==> config.mk <==
export PLATFORM = sky130hd
export DESIGN_NAME = dbsmr_top
export DESIGN_NICKNAME = d
export VERILOG_FILES = /design/src/core/dbsmr_pkg.sv /design/src/core/dbsmr_top.sv /design/src/core/dbsmr_pin_sync.sv /design/src/core/dbsmr_bus_status.sv
export SDC_FILE = /design/constraint.sdc
export NUM_CORES = 1
export LEC_CHECK = 0
export ABC_AREA = 1
export BUFFER_PORTS_ARGS = -buffer_cell sky130_fd_sc_hd__buf_2
export CORE_UTILIZATION = 58
export DETAILED_ROUTE_END_ITERATION = 6
export PLACE_DENSITY = 0.83
export SETUP_SLACK_MARGIN = 0.5
export SLEW_MARGIN = 20
export SYNTH_ARGS = -nofsm -noshare
export SYNTH_HDL_FRONTEND = slang
export SYNTH_SLANG_ARGS = --single-unit
export TNS_END_PERCENT = 100
==> constraint.sdc <==
create_clock -name I_CORE_CLK -period 3.5 [get_ports I_CORE_CLK]
set_clock_uncertainty 0.1 [all_clocks]
set_input_delay 0.7 -clock I_CORE_CLK [delete_from_list [all_inputs] [get_ports I_CORE_CLK]]
set_output_delay 0.7 -clock I_CORE_CLK [all_outputs]
set_load 0.05 [all_outputs]
==> src/core/dbsmr_pkg.sv <==
// dbsmr_pkg: constants and carriers for the dual bus status and mode word
// assumes one 250 MHz core clock and the encoder/decoder on the same clock
// Behaviour
// - bits 0 and 1 reset low; a one turns off bus A or B transmitter
// - bits 2 and 3 reset high; clearing one makes that bus ignored
// - transmit write: bit 4 OR sync pin picks command or data sync
// - transmit write: bit 5 OR select pin picks bus A or bus B
// - data read: bit 5 OR select pin returns bus A or bus B word
// - bit 6 is unused, read-only, always zero
// - bit 7 mirrors bus A word-arrived pin, set on valid word, resets low
// - word-arrived clears on receive word read or new word start
// - back to back words keep word-arrived high about 3 us
// - receive word held until word-arrived rises again, host reads first
// - bit 8 holds last bus A sync kind, one for command, resets low
// - reading a receive word drives its stored sync kind on sync pin
// - bit 9 high while bus A is idle, low with traffic, resets low
// - bit 10 rises on a badly encoded bus A word, resets low
// - bits 11 to 14 repeat bits 7 to 10 for bus B
// - bit 15 rises 3.5 us and falls 18.5 us after transmit start
package dbsmr_pkg;
  // field positions of the status and mode word
  localparam int BIT_TX_OFF_A    = 0;
  localparam int BIT_TX_OFF_B    = 1;
  localparam int BIT_RX_ON_A     = 2;
  localparam int BIT_RX_ON_B     = 3;
  localparam int BIT_TX_SYNC     = 4;
  localparam int BIT_BUS_B_SEL   = 5;
  localparam int BIT_UNUSED      = 6;
  localparam int BIT_BUS_A_BASE  = 7;
  localparam int BIT_BUS_B_BASE  = 11;
  localparam int BIT_NEXT_WINDOW = 15;
  localparam int CFG_W           = 6;
  localparam int WORD_W          = 16;

  // value after reset of the writable bits
  localparam logic [CFG_W-1:0] CFG_RESET = 6'h0c;
  // synchroniser reset values
  localparam logic STROBE_IDLE = 1'b1;

  // transmit window timing
  localparam int CLK_MHZ          = 250;
  localparam int WIN_OPEN_NS      = 3500;
  localparam int WIN_CLOSE_NS     = 18500;
  localparam int WORD_TIME_NS     = 20000;
  localparam int WIN_OPEN_CYC     = (WIN_OPEN_NS * CLK_MHZ + 999) / 1000;
  localparam int WIN_CLOSE_CYC    = (WIN_CLOSE_NS * CLK_MHZ) / 1000;
  localparam int WORD_CYC         = (WORD_TIME_NS * CLK_MHZ) / 1000;
  localparam int TIMER_W          = 15;

  // decoder report for one bus
  typedef struct packed {
    logic              word_ok;
    logic              word_bad;
    logic              word_begin;
    logic              line_busy;
    logic              sync_cmd;
    logic [WORD_W-1:0] word;
  } dbsmr_rx_t;

  // transmit request toward the encoder
  typedef struct packed {
    logic              go;
    logic              bus_b;
    logic              sync_cmd;
    logic [WORD_W-1:0] word;
  } dbsmr_tx_t;
endpackage : dbsmr_pkg

==> src/core/dbsmr_top.sv <==
// dbsmr_top: status and mode word with host strobe port for two buses
// assumes host pins are asynchronous; encoder and decoder share the clock
`timescale 1ns/100ps
module dbsmr_top
  import dbsmr_pkg::*;
#(
  parameter int WIN_OPEN  = WIN_OPEN_CYC,
  parameter int WIN_CLOSE = WIN_CLOSE_CYC,
  parameter int WORD_LEN  = WORD_CYC
) (
  // clock and reset
  input  wire logic              I_CORE_CLK,
  input  wire logic              I_RSTN,
  // host strobe port
  input  wire logic              I_ACCESS_STROBE_N,
  input  wire logic              I_REG_SEL,
  input  wire logic              I_READ_NWRITE,
  input  wire logic              I_BUS_SELECT_PIN,
  input  wire logic [WORD_W-1:0] I_DATA,
  output logic      [WORD_W-1:0] O_DATA,
  output logic                   O_DATA_OE,
  input  wire logic              I_SYNC,
  output logic                   O_SYNC,
  output logic                   O_SYNC_OE,
  // status pins
  output logic                   O_WORD_ARRIVED_A,
  output logic                   O_WORD_ARRIVED_B,
  output logic                   O_DECODE_FAULT,
  // decoder side
  input  wire dbsmr_rx_t         I_RX_A,
  input  wire dbsmr_rx_t         I_RX_B,
  // encoder side
  output dbsmr_tx_t              O_TX,
  input  wire logic              I_TX_START,
  output logic                   O_TRANSMIT_OFF_A,
  output logic                   O_TRANSMIT_OFF_B,
  output logic                   O_RECEIVER_ON_A,
  output logic                   O_RECEIVER_ON_B
);
  // synchronised host pins
  logic              strobe_n_s;
  logic [3:0]        ctl_s;
  logic [WORD_W-1:0] data_s;
  logic              strobe_n_d_ff;

  dbsmr_pin_sync #(
    .W         (1),
    .RESET_VAL (STROBE_IDLE)
  ) u_sync_strobe (
    .i_clk  (I_CORE_CLK),
    .i_rstn (I_RSTN),
    .i_pin  (I_ACCESS_STROBE_N),
    .o_sync (strobe_n_s)
  );

  dbsmr_pin_sync #(
    .W         (4),
    .RESET_VAL (1'b0)
  ) u_sync_ctl (
    .i_clk  (I_CORE_CLK),
    .i_rstn (I_RSTN),
    .i_pin  ({I_REG_SEL, I_READ_NWRITE, I_BUS_SELECT_PIN, I_SYNC}),
    .o_sync (ctl_s)
  );

  dbsmr_pin_sync #(
    .W         (WORD_W),
    .RESET_VAL (1'b0)
  ) u_sync_data (
    .i_clk  (I_CORE_CLK),
    .i_rstn (I_RSTN),
    .i_pin  (I_DATA),
    .o_sync (data_s)
  );

  wire reg_sel_s  = ctl_s[3];
  wire rd_s       = ctl_s[2];
  wire bus_pin_s  = ctl_s[1];
  wire sync_pin_s = ctl_s[0];

  // strobe decode: writes and read clear act on the rising edge that ends the cycle; reads drive while strobe is low
  wire strobe_end = strobe_n_s & ~strobe_n_d_ff;
  wire strobe_on  = ~strobe_n_s;
  wire wr_sam     = strobe_end & reg_sel_s & ~rd_s;
  wire wr_tx      = strobe_end & ~reg_sel_s & ~rd_s;
  wire rd_rx_end  = strobe_end & ~reg_sel_s & rd_s;
  wire rd_sam_on  = strobe_on & reg_sel_s & rd_s;
  wire rd_rx_on   = strobe_on & ~reg_sel_s & rd_s;

  // configuration bits
  logic [CFG_W-1:0] cfg_ff;
  wire  [CFG_W-1:0] nxt_cfg = wr_sam ? data_s[CFG_W-1:0] : cfg_ff;

  wire bus_b_sel = cfg_ff[BIT_BUS_B_SEL] | bus_pin_s;
  wire sync_cmd  = cfg_ff[BIT_TX_SYNC] | sync_pin_s;

  // per-bus receive status
  logic [1:0]        arrived;
  logic [1:0]        sync_kind;
  logic [1:0]        idle;
  logic [1:0]        fault;
  logic [WORD_W-1:0] rx_word [2];
  dbsmr_rx_t         rx_in [2];
  wire  [1:0]        rx_on = {cfg_ff[BIT_RX_ON_B], cfg_ff[BIT_RX_ON_A]};
  wire  [1:0]        rd_clr = {rd_rx_end & bus_b_sel,
                               rd_rx_end & ~bus_b_sel};

  assign rx_in[0] = I_RX_A;
  assign rx_in[1] = I_RX_B;

  for (genvar g = 0; g < 2; g++) begin : g_bus
    dbsmr_bus_status u_status (
      .i_clk       (I_CORE_CLK),
      .i_rstn      (I_RSTN),
      .i_enable    (rx_on[g]),
      .i_read_clr  (rd_clr[g]),
      .i_rx        (rx_in[g]),
      .o_arrived   (arrived[g]),
      .o_sync_kind (sync_kind[g]),
      .o_idle      (idle[g]),
      .o_fault     (fault[g]),
      .o_word      (rx_word[g])
    );
  end

  // transmit window timer
  logic               tx_busy_ff;
  logic [TIMER_W-1:0] tx_cnt_ff;
  wire  tx_last    = tx_cnt_ff == TIMER_W'(WORD_LEN - 1);
  wire  in_window  = tx_cnt_ff >= TIMER_W'(WIN_OPEN) &&
                     tx_cnt_ff <  TIMER_W'(WIN_CLOSE);
  wire  next_word_window = ~tx_busy_ff | in_window;
  wire  nxt_tx_busy = I_TX_START | (tx_busy_ff & ~tx_last);
  wire  [TIMER_W-1:0] nxt_tx_cnt = I_TX_START ? '0 :
                                   tx_busy_ff ? tx_cnt_ff + 1'b1 :
                                   tx_cnt_ff;

  // assembled status and mode word
  wire [WORD_W-1:0] status_mode_word = {
    next_word_window,
    fault[1], idle[1], sync_kind[1], arrived[1],
    fault[0], idle[0], sync_kind[0], arrived[0],
    1'b0,
    cfg_ff
  };

  wire [WORD_W-1:0] rx_sel_word  = bus_b_sel ? rx_word[1] : rx_word[0];
  wire              rx_sel_sync  = bus_b_sel ? sync_kind[1] : sync_kind[0];
  wire [WORD_W-1:0] nxt_data_out = reg_sel_s ? status_mode_word
                                             : rx_sel_word;

  logic [WORD_W-1:0] data_out_ff;
  logic              sync_out_ff;
  dbsmr_tx_t         tx_ff;
  dbsmr_tx_t         nxt_tx;

  assign nxt_tx = '{go:       wr_tx,
                    bus_b:    bus_b_sel,
                    sync_cmd: sync_cmd,
                    word:     wr_tx ? data_s : tx_ff.word};

  always_ff @(posedge I_CORE_CLK or negedge I_RSTN) begin
    if (!I_RSTN) begin
      strobe_n_d_ff <= STROBE_IDLE;
      cfg_ff        <= CFG_RESET;
      data_out_ff   <= '0;
      sync_out_ff   <= 1'b0;
      tx_ff         <= '0;
      tx_busy_ff    <= 1'b0;
      tx_cnt_ff     <= '0;
    end else begin
      strobe_n_d_ff <= strobe_n_s;
      cfg_ff        <= nxt_cfg;
      data_out_ff   <= nxt_data_out;
      sync_out_ff   <= rx_sel_sync;
      tx_ff         <= nxt_tx;
      tx_busy_ff    <= nxt_tx_busy;
      tx_cnt_ff     <= nxt_tx_cnt;
    end
  end

  // outputs
  assign O_DATA           = data_out_ff;
  assign O_DATA_OE        = rd_sam_on | rd_rx_on;
  assign O_SYNC           = sync_out_ff;
  assign O_SYNC_OE        = rd_rx_on;
  assign O_WORD_ARRIVED_A = arrived[0];
  assign O_WORD_ARRIVED_B = arrived[1];
  assign O_DECODE_FAULT   = |fault;
  assign O_TX             = tx_ff;
  assign O_TRANSMIT_OFF_A = cfg_ff[BIT_TX_OFF_A];
  assign O_TRANSMIT_OFF_B = cfg_ff[BIT_TX_OFF_B];
  assign O_RECEIVER_ON_A  = cfg_ff[BIT_RX_ON_A];
  assign O_RECEIVER_ON_B  = cfg_ff[BIT_RX_ON_B];
endmodule : dbsmr_top

==> src/core/dbsmr_pin_sync.sv <==
// dbsmr_pin_sync: two flip-flop synchroniser for a group of pins
// assumes pins are asynchronous to the core clock
`timescale 1ns/100ps
module dbsmr_pin_sync #(
  parameter int         W         = 1,
  parameter logic [0:0] RESET_VAL = 1'b0
) (
  // clock and reset
  input  wire logic         i_clk,
  input  wire logic         i_rstn,
  // pins and synchronised copy
  input  wire logic [W-1:0] i_pin,
  output logic      [W-1:0] o_sync
);
  logic [W-1:0] meta_ff;
  logic [W-1:0] sync_ff;

  always_ff @(posedge i_clk or negedge i_rstn) begin
    if (!i_rstn) begin
      meta_ff <= {W{RESET_VAL}};
      sync_ff <= {W{RESET_VAL}};
    end else begin
      meta_ff <= i_pin;
      sync_ff <= meta_ff;
    end
  end

  assign o_sync = sync_ff;
endmodule : dbsmr_pin_sync

==> src/core/dbsmr_bus_status.sv <==
// dbsmr_bus_status: receive word holder and status flags of one bus
// assumes decoder reports arrive on the core clock as one-cycle pulses
`timescale 1ns/100ps
module dbsmr_bus_status
  import dbsmr_pkg::*;
(
  // clock and reset
  input  wire logic              i_clk,
  input  wire logic              i_rstn,
  // control
  input  wire logic              i_enable,
  input  wire logic              i_read_clr,
  input  wire dbsmr_rx_t         i_rx,
  // status
  output logic                   o_arrived,
  output logic                   o_sync_kind,
  output logic                   o_idle,
  output logic                   o_fault,
  output logic      [WORD_W-1:0] o_word
);
  logic              arrived_ff;
  logic              sync_ff;
  logic              idle_ff;
  logic              fault_ff;
  logic [WORD_W-1:0] word_ff;

  // disabled receiver ignores everything on its bus
  wire good_word  = i_enable & i_rx.word_ok & ~i_rx.word_bad;
  wire bad_word   = i_enable & i_rx.word_bad;
  wire word_begin = i_enable & i_rx.word_begin;
  wire line_busy  = i_enable & i_rx.line_busy;

  // set wins over clear
  wire nxt_arrived = good_word |
                     (arrived_ff & ~i_read_clr & ~word_begin);
  wire nxt_fault   = bad_word | (fault_ff & ~good_word);

  always_ff @(posedge i_clk or negedge i_rstn) begin
    if (!i_rstn) begin
      arrived_ff <= 1'b0;
      sync_ff    <= 1'b0;
      idle_ff    <= 1'b0;
      fault_ff   <= 1'b0;
      word_ff    <= '0;
    end else begin
      arrived_ff <= nxt_arrived;
      idle_ff    <= ~line_busy;
      fault_ff   <= nxt_fault;
      if (good_word) begin
        sync_ff <= i_rx.sync_cmd;
        word_ff <= i_rx.word;
      end
    end
  end

  assign o_arrived   = arrived_ff;
  assign o_sync_kind = sync_ff;
  assign o_idle      = idle_ff;
  assign o_fault     = fault_ff;
  assign o_word      = word_ff;
endmodule : dbsmr_bus_status

# [Word-level counts from Yosys, hierarchy flattened]
# Cells that the tools add are included.
[classes] n_addsub=1 magnitude_cmp=2 n_eq_ne=1 bitwise_logic=55 muxes=5 reduce_logical=3
[op_table] cell="$mux 16" n=2
[op_table] cell="$mux 15" n=2
[op_table] cell="$and 1x1->1" n=29
[op_table] cell="$not 1->1" n=17
[op_table] cell="$add 15x1->15 const B" n=1
[op_table] cell="$eq 15x13->1 const B" n=1
[op_table] cell="$ge 15x10->1 const B" n=1
[op_table] cell="$lt 15x13->1 const B" n=1
[op_table] cell="$or 1x1->1" n=9
[op_table] cell="$reduce_bool 2->1" n=1
[op_table] cell="$reduce_or 2->1" n=1
[op_table] cell="$logic_and 1x1->1" n=1
[op_table] cell="$mux 1" n=1
[word_totals] word_cells=93 regBits=141 out_inout_bits=45

# [Longest topological paths before layout]
# Gate-level depths: netlist of the first run.
[logic_depth] ltp_word=9 depth_mapped=12

# [Modules after synthesis]
# From an unflattened synthesis of the first run, not the netlist that was laid out.
[unflattened] cells_unflattened=572 hier_area_um2=5566.6
[modules_own_cells] module="dbsmr_top" area_each_um2=2854.0 cells_per_inst=358 n_inst=1 seq_area_each_um2=1480.2
[modules_own_cells] module="dbsmr_bus_status" area_each_um2=829.5 cells_per_inst=86 n_inst=2 seq_area_each_um2=500.5
[modules_own_cells] module="dbsmr_pin_sync at u_sync_data" area_each_um2=800.8 cells_per_inst=32 n_inst=1 seq_area_each_um2=800.8
[modules_own_cells] module="dbsmr_pin_sync at u_sync_ctl" area_each_um2=200.2 cells_per_inst=8 n_inst=1 seq_area_each_um2=200.2
[modules_own_cells] module="dbsmr_pin_sync at u_sync_strobe" area_each_um2=52.6 cells_per_inst=2 n_inst=1 seq_area_each_um2=52.6

# [Worst setup path after synthesis of the first run]
# OpenSTA, ideal clock, no wires.
[synth_path] kind="flip-flop to output port" startpoint="reg u_sync_ctl.sync_ff[3] (netlist: u_sync_ctl.o_sync[3])" endpoint="out O_SYNC_OE" arrival_time_ns=1.802 slack_ns=0.898 path_stages_with_launch=4 path_cell_list="dfrtp_1 > buf_2 > clkbuf_1 > nor3_1"
[synth_between] elab_chain_len=3
[synth_lines] element="from (decl)" line_no="dbsmr_pin_sync.sv:16" text="logic [W-1:0] sync_ff;"
[synth_lines] element="from (signal assigned)" line_no="dbsmr_pin_sync.sv:21" text="sync_ff <= {W{RESET_VAL}};"
[synth_lines] element="from (signal assigned)" line_no="dbsmr_pin_sync.sv:24" text="sync_ff <= meta_ff;"
[synth_lines] element="$not 1->1" line_no="dbsmr_top.sv:88" text="wire rd_rx_on = strobe_on & ~reg_sel_s & rd_s;"
[synth_lines] element="$and 1x1->1 (2 in series)" line_no="dbsmr_top.sv:88"
[synth_lines] element="to (decl)" line_no="dbsmr_top.sv:24" text="output logic O_SYNC_OE,"
# Every way passes these cells.

# [Worst setup path after layout of the first run]
# Ends and elaborated chain as after synthesis.

==> flow_metrics.py, run 1 <==
metrics = {
    "routing": {
        "drt.antenna.violating_nets": 0,
        "routed_wl_mm": 12.2,
        "drtPass1Iterations": 7,
        "num_vias": 4066,
        "wl_per_cell_microns": 16.6,
        "drt-vias-per-instance": 5.52,
        "drt_iter0_markers": 271,
        "drc": 10,
    },
    "finish": {
        "layout_common_cells": "dfrtp_1, buf_2, nand2_1",
        "fillers": 562,
        "drive_gt1_share_pct": 31.2,
        "syn_to_final_growth_pct": 22.9,
        "finalNonFillerCells": 736,
        "layout_commonest_cell": "dfrtp_1",
        "antenna_cells": 0,
        "nNetsFinal": 682,
    },
    "synthesis": {
        "synth_cells": 499,
        "yosysTopAreaCell": "dfrtp_1",
        "syn_nets": 566,
        "ys_warn_count": 0,
        "syn_area_per_cell_sq_um": 10.8,
        "synthDistinctLibCells": 35,
        "netlist_area_sq_um": 5390,
        "synth.yosys.seq_area_share_pct": 65.6,
        "synth-seq-cells": 141,
        "synth_top_area_share_pct": 63.2,
        "synthTopCellsByArea": "dfrtp_1, nand2_1, mux2_2",
    },
    "power_and_ir_drop": {
        "p_per_area_nw_per_um2": 748,
        "intPower_mw": 3.34,
        "pwr-share-seq_pct": 43.2,
        "clkPwrFrac_pct": 35.8,
        "power_leakage_nw": 3.28,
        "p_comb_share_pct": 21.0,
        "p_sw_mw": 1.62,
        "vdd_drop_max_mv": 0.402,
        "p_sw_share_pct": 32.7,
    },
    "floorplan": {
        "std_cell_rows": 34,
        "die-area_sq_um": 9680,
        "coreArea_sq_um": 8850,
        "initial_core_util_pct": 60.9,
        "die_h_microns": 98.4,
        "die_x_microns": 98.4,
        "io_pins": 111,
    },
    "clocking": {
        "htreeDepth": 4,
        "ctsHoldBuffers": 0,
        "root_buffer": "clkbuf_8",
        "cts_tree": "yes",
        "cts-buffers-inserted": 17,
        "cts.sinks": 141,
        "post_cts_buffers": 0,
        "clkTransAtPathRegs_ns": 0.07,
        "cts_buffer_depth": 2,
        "post_cts_resized": 0,
        "clk_latency_ns": 0.51,
    },
    "global_route": {
        "grt_use_total_pct": 27.4,
        "grt_max_degree": 71,
        "grt_pass1_vias": 4094,
        "grt_overflow": 0,
        "antenna_found_initial": 1,
        "grt_pass1_wl_mm": 20.1,
    },
    "place": {
        "dp.cells": 704,
        "routabilityCongestion": 0.954,
        "port_buffers": 110,
        "pre_cts_ws_ns": 1.18,
        "place_hpwl_mm": 7.85,
    },
    "min_path": {
        "holdCritPathClass": "in2async",
    },
    "worst_setup_path": {
        "crit_fanout": 19,
        "required_ns": 2.70,
        "critical_path_class": "reg2out",
        "endpoint_kind": "output port",
        "critPathArrivalTime_ns": 1.83,
        "startpoint_type": "flop",
    },
    "sta": {
        "setup_tns_ns": 0,
        "setup_viol_count_final": 0,
        "tightestPinTransition_ns": 1.02,
        "max_freq_mhz": 380,
        "slew_viol_final": 0,
        "fin_hold_ws_ns": 0.0547,
        "fin_crit_ns": 2.63,
        "post-route-period-util_pct": 75.2,
        "rsz0062_at_grt": "no",
        "max_slew_margin_pct": 31.5,
        "hold_viol": 0,
        "worst_slack_ns": 0.868,
    },
    "status": {
        "violations": "design-rule violations",
        "status": "complete, but fails checks",
    },
    "run": {
        "max_cap_viol_count": 0,
    },
}
## critical path, stage by stage (launching register included)
cell,delay [ns]
dfrtp_1,0.63
nor3_1,0.36
buf_2,0.32
## per-stage QoR
stage	instance area, sq um	power (mW)	utilization, %
finish	6630	4.96	74.9
global route	6630	5.16	74.9
CTS	6630	4.97	74.9
detailed placement	6030	3.18	68.1
global placement	6030	3.12	68.1
floorplan	5390	2.86	-
## path summary, 6_finish.rpt
check / start / end / slack [ns] / cells past startpoint
max in group asynchronous: I_RSTN / tx_cnt_ff[6] / 2.42 / 2
worst max register to register: u_sync_ctl.o_sync[3] / O_TX[8] / 1.30 / 5
worst min-delay path: I_RSTN / O_TX[18] / 0.05 / 1
min in group I_CORE_CLK: I_ACCESS_STROBE_N / u_sync_strobe.meta_ff / 0.19 / 1
worst min register to register: u_sync_data.meta_ff[0] / u_sync_data.o_sync[0] / 0.25 / 0
worst max-delay path: u_sync_ctl.o_sync[3] / O_SYNC_OE / 0.87 / 2
## power groups by stage
stage	Sequential [mW]	Combinational (mW)	Clock, mW
floorplan	2.48	0.381	0
global placement	2.14	0.984	0
detailed placement	2.16	1.02	0
CTS	2.14	1.04	1.79
global route	2.18	1.11	1.87
finish	2.14	1.04	1.78
## per-layer routing
metal  wire length, microns  track usage, %  part of all wire (%)
met1                   4870            35.0                    40
met2                   6090            45.8                    50
met3                   1030            6.87                   8.4
met4                    261            9.64                   2.1
met5                      0               0                     0
## registers in the layout, summed over array words and instances (netlist names)
signal and cells:
u_sync_data.o_sync 16, g_bus.u_status.o_sync_kind 2, cfg_ff 6, O_SYNC 1, g_bus.u_status.o_idle 2, g_bus.u_status.o_word 32, g_bus.u_status.o_fault 2, tx_cnt_ff 15
O_DATA 16, u_sync_ctl.meta_ff 4, u_sync_strobe.meta_ff 1, u_sync_strobe.o_sync 1, g_bus.u_status.o_arrived 2, u_sync_data.meta_ff 16, strobe_n_d_ff 1, u_sync_ctl.o_sync 4
tx_busy_ff 1, O_TX 19
## cells by family (layout without fill, tap and decap cells)
family                     Yosys count  count (layout)  share of synthesized area, %
and+or+nand+nor                    202             202                          16.7
DFF                                141             141                          65.6
AOI/OAI and AO/OA                   69              69                          6.69
buffers and inverters               53             182                          4.02
muxes                               31              31                          6.48
xor gates and xnor gates             2               2                         0.325
adders and majority gates            1               1                         0.232
## synth_stat cells
| master | number |
|---|---|
| a31oi_1 | 1 |
| nor3_1 | 11 |
| o211ai_1 | 2 |
| ha_1 | 1 |
| nand4_1 | 7 |
| o21ai_1 | 16 |
| mux2_2 | 24 |
| nor2_1 | 47 |
| clkinv_1 | 1 |
| inv_2 | 5 |
| a21boi_0 | 1 |
| clkbuf_1 | 5 |
| mux2_1 | 7 |
| nand2_4 | 1 |
| o21ai_0 | 9 |
| xor2_1 | 2 |
| dfrtp_1 | 136 |
| a21oi_1 | 38 |
| o21a_1 | 1 |
| nor2_2 | 2 |
| nand3b_1 | 2 |
| inv_1 | 30 |
| nand3_2 | 1 |
| nor3_4 | 1 |
| nand2_2 | 4 |
| buf_2 | 11 |
| nor4_1 | 1 |
| nand2_1 | 106 |
| nor2_4 | 3 |
| nand3_4 | 1 |
| buf_4 | 1 |
| dfstp_2 | 5 |
| nand3_1 | 13 |
| a21o_2 | 1 |
| or2_2 | 2 |
## final cells by class
cell class              instances  area (sq um)  share of cell area [%]
well taps                     108           135                    2.04
clock buffers                  19           442                    6.67
inverters                      36           135                    2.04
clock inverters                13           154                    2.32
repair buffers                114           587                    8.86
flip-flops and latches        141          3530                    53.4
multi-input cells             305          1640                    24.7
Note: power is estimated with default switching activity, not from simulation.
==> inputs of run 2 (changes only) <==
--- a/config.mk
+++ b/config.mk
@@ -7,9 +7,9 @@
 export LEC_CHECK = 0
 export ABC_AREA = 1
 export BUFFER_PORTS_ARGS = -buffer_cell sky130_fd_sc_hd__buf_2
-export CORE_UTILIZATION = 58
+export CORE_UTILIZATION = 54
 export DETAILED_ROUTE_END_ITERATION = 6
-export PLACE_DENSITY = 0.83
+export PLACE_DENSITY = 0.78
 export SETUP_SLACK_MARGIN = 0.5
 export SLEW_MARGIN = 20
 export SYNTH_ARGS = -nofsm -noshare
==> constraint.sdc (replaced) <==
create_clock -name I_CORE_CLK -period 2.5 [get_ports I_CORE_CLK]
set_clock_uncertainty 0.1 [all_clocks]
set_input_delay 0.5 -clock I_CORE_CLK [delete_from_list [all_inputs] [get_ports I_CORE_CLK]]
set_output_delay 0.5 -clock I_CORE_CLK [all_outputs]
set_load 0.05 [all_outputs]
==> run 2 against run 1 <==
Against the previous run:
- the flow now finishes without violations
- non-clock buffer count grew 30
- largest power group unchanged
- worst setup slack lost 0.33 ns
- sequential share of layout area fell by 2.6 points
- clock power up 34%
- critical path depth up 1
- clock-buffer cell count rose by 3
- final area grew 5.1%
- routed wire length shrank 0.95%
- sequential cell count did not move
- critical endpoint unchanged
==> flow_metrics.py, run 2 (synthesized netlist as in run 1, its figures left out) <==
metrics = {
    "status": {
        "status": "finished, final reports clean",
    },
    "worst_setup_path": {
        "crit_fanout": 4,
        "rr_worst_depth": 6,
        "r2r_slack_ns": 0.73,
        "endpoint_kind": "output port",
        "rr_startpoint": "u_sync_strobe.o_sync",
        "critical_path_class": "reg2out",
        "startpoint": "u_sync_ctl.o_sync[2]",
        "required_ns": 1.90,
        "critPathArrivalTime_ns": 1.36,
        "reg2reg_to": "O_TX[10]",
        "startpoint_type": "flop",
        "cp-endpoint": "O_SYNC_OE",
    },
    "power_and_ir_drop": {
        "p_per_area_nw_per_um2": 988,
        "power_leakage_nw": 3.41,
        "vdd_drop_max_mv": 0.657,
    },
    "finish": {
        "fin_util_pct": 71.5,
        "finalNonFillerCells": 791,
        "largest_reg_flops": 32,
        "nNetsFinal": 712,
        "drive_gt1_share_pct": 30.9,
        "syn_to_final_growth_pct": 29.2,
        "layout_commonest_cell": "dfrtp_1",
        "layout_common_cells": "dfrtp_1, nand2_1, buf_2",
        "antenna_cells": 0,
    },
    "sta": {
        "fin_hold_ws_ns": 0.0278,
        "max_freq_mhz": 510,
        "slew_viol_final": 0,
        "rsz0062_at_grt": "yes",
        "hold_viol": 0,
        "fin_crit_ns": 1.96,
        "max_slew_margin_pct": 59.4,
        "setup_tns_ns": 0,
        "tightestPinTransition_ns": 0.609,
        "worst_slack_ns": 0.540,
        "setup_viol_count_final": 0,
        "post-route-period-util_pct": 78.4,
    },
    "global_route": {
        "grt_pass1_vias": 4052,
        "grt_use_total_pct": 25.3,
        "grt_overflow": 0,
        "grt_pass1_wl_mm": 19.5,
        "grt_max_degree": 68,
        "antenna_found_initial": 1,
    },
    "routing": {
        "drt-vias-per-instance": 5.17,
        "drtPass1Iterations": 4,
        "drt_iter0_markers": 221,
        "drt.antenna.violating_nets": 0,
        "num_vias": 4092,
        "wl_per_cell_microns": 15.3,
        "drc": 0,
        "routed_wl_mm": 12.1,
    },
    "place": {
        "routabilityCongestion": 0.882,
        "dp.cells": 735,
        "port_buffers": 110,
        "pre_cts_ws_ns": 0.610,
        "place_hpwl_mm": 7.93,
    },
    "floorplan": {
        "die-area_sq_um": 10400,
        "std_cell_rows": 36,
        "die_x_microns": 102,
        "io_pins": 111,
        "die_h_microns": 102,
        "initial_core_util_pct": 55.4,
        "coreArea_sq_um": 9730,
    },
    "min_path": {
        "holdCritPathClass": "in2reg",
    },
    "clocking": {
        "clk_latency_ns": 0.52,
        "root_buffer": "clkbuf_8",
        "cts_buffer_depth": 2,
        "cts-buffers-inserted": 17,
        "htreeDepth": 4,
        "clkTransAtPathRegs_ns": 0.07,
        "cts.sinks": 141,
        "cts_tree": "yes",
    },
    "run": {
        "max_cap_viol_count": 0,
    },
}
[run 2: final cells by class]
class                           count  area [sq um]
Inverter                           36           135
Multi-Input combinational cell    305          1660
Clock buffer                       22           443
Timing Repair Buffer              144           911
Sequential cell                   141          3530
Fill cell                         709          2770
Clock inverter                     10           115
Tap cell                          133           166
[run 2: worst max-delay path: stages (launching register included)]
cell and delay (ns):
dfrtp_1 0.38, inv_2 0.08, nor3_2 0.18, buf_6 0.20
[run 2: per-stage QoR]
step                      cell area [sq um]  power [mW]
after global placement                 6120        4.40
after detailed placement               6120        4.45
after global routing                   6960        7.17
after floorplan                        5390        4.01
final                                  6960        6.87
after CTS                              6920        6.88
[run 2: report_power, final]
part	switching [mW]	internal [mW]	leakage (nW)	total (mW)
sequential	0.248	2.73	1.69	2.98
clock	0.946	1.44	0.265	2.39
combinational	1.01	0.500	1.45	1.51
total	2.20	4.67	3.41	6.87
[run 2: timing repair]
action,4_1_cts,5_1_grt
resized for setup,8,6
setup buffers,1,1
setup endpoints to repair,5,13
pin swaps,0,1
hold endpoints to repair,78,1
hold buffers,21,1
[run 2: how the worst min path moves through the flow]
| stage | start | endpoint | slack [ns] | depth (start not counted) |
|---|---|---|---|---|
| finish | I_RX_A[17] | g_bus[0].u_status.o_idle | 0.03 | 2 |
| global route | I_RX_A[17] | g_bus[0].u_status.o_idle | 0.02 | 2 |
| CTS | I_REG_SEL | u_sync_ctl.meta_ff[3] | 0.001 | 1 |
| detailed placement | u_sync_data.meta_ff[1] | u_sync_data.o_sync[1] | 0.23 | 0 |
| global placement | u_sync_data.meta_ff[0] | u_sync_data.o_sync[0] | 0.23 | 0 |
| floorplan | I_RSTN | O_DATA[0] | 0.10 | 0 |
[run 2: layer usage]
layer  vias to the layer above  routed length [microns]  share of wire (%)  GRT usage [%]
met4                         2                      143                1.2           9.34
met2                       147                     5970                 49           41.1
met5                         -                       18               0.15              0
met3                        14                      743                6.1           6.91
li1                       1919                        -                  -              -
met1                      2010                     5250                 43           32.9
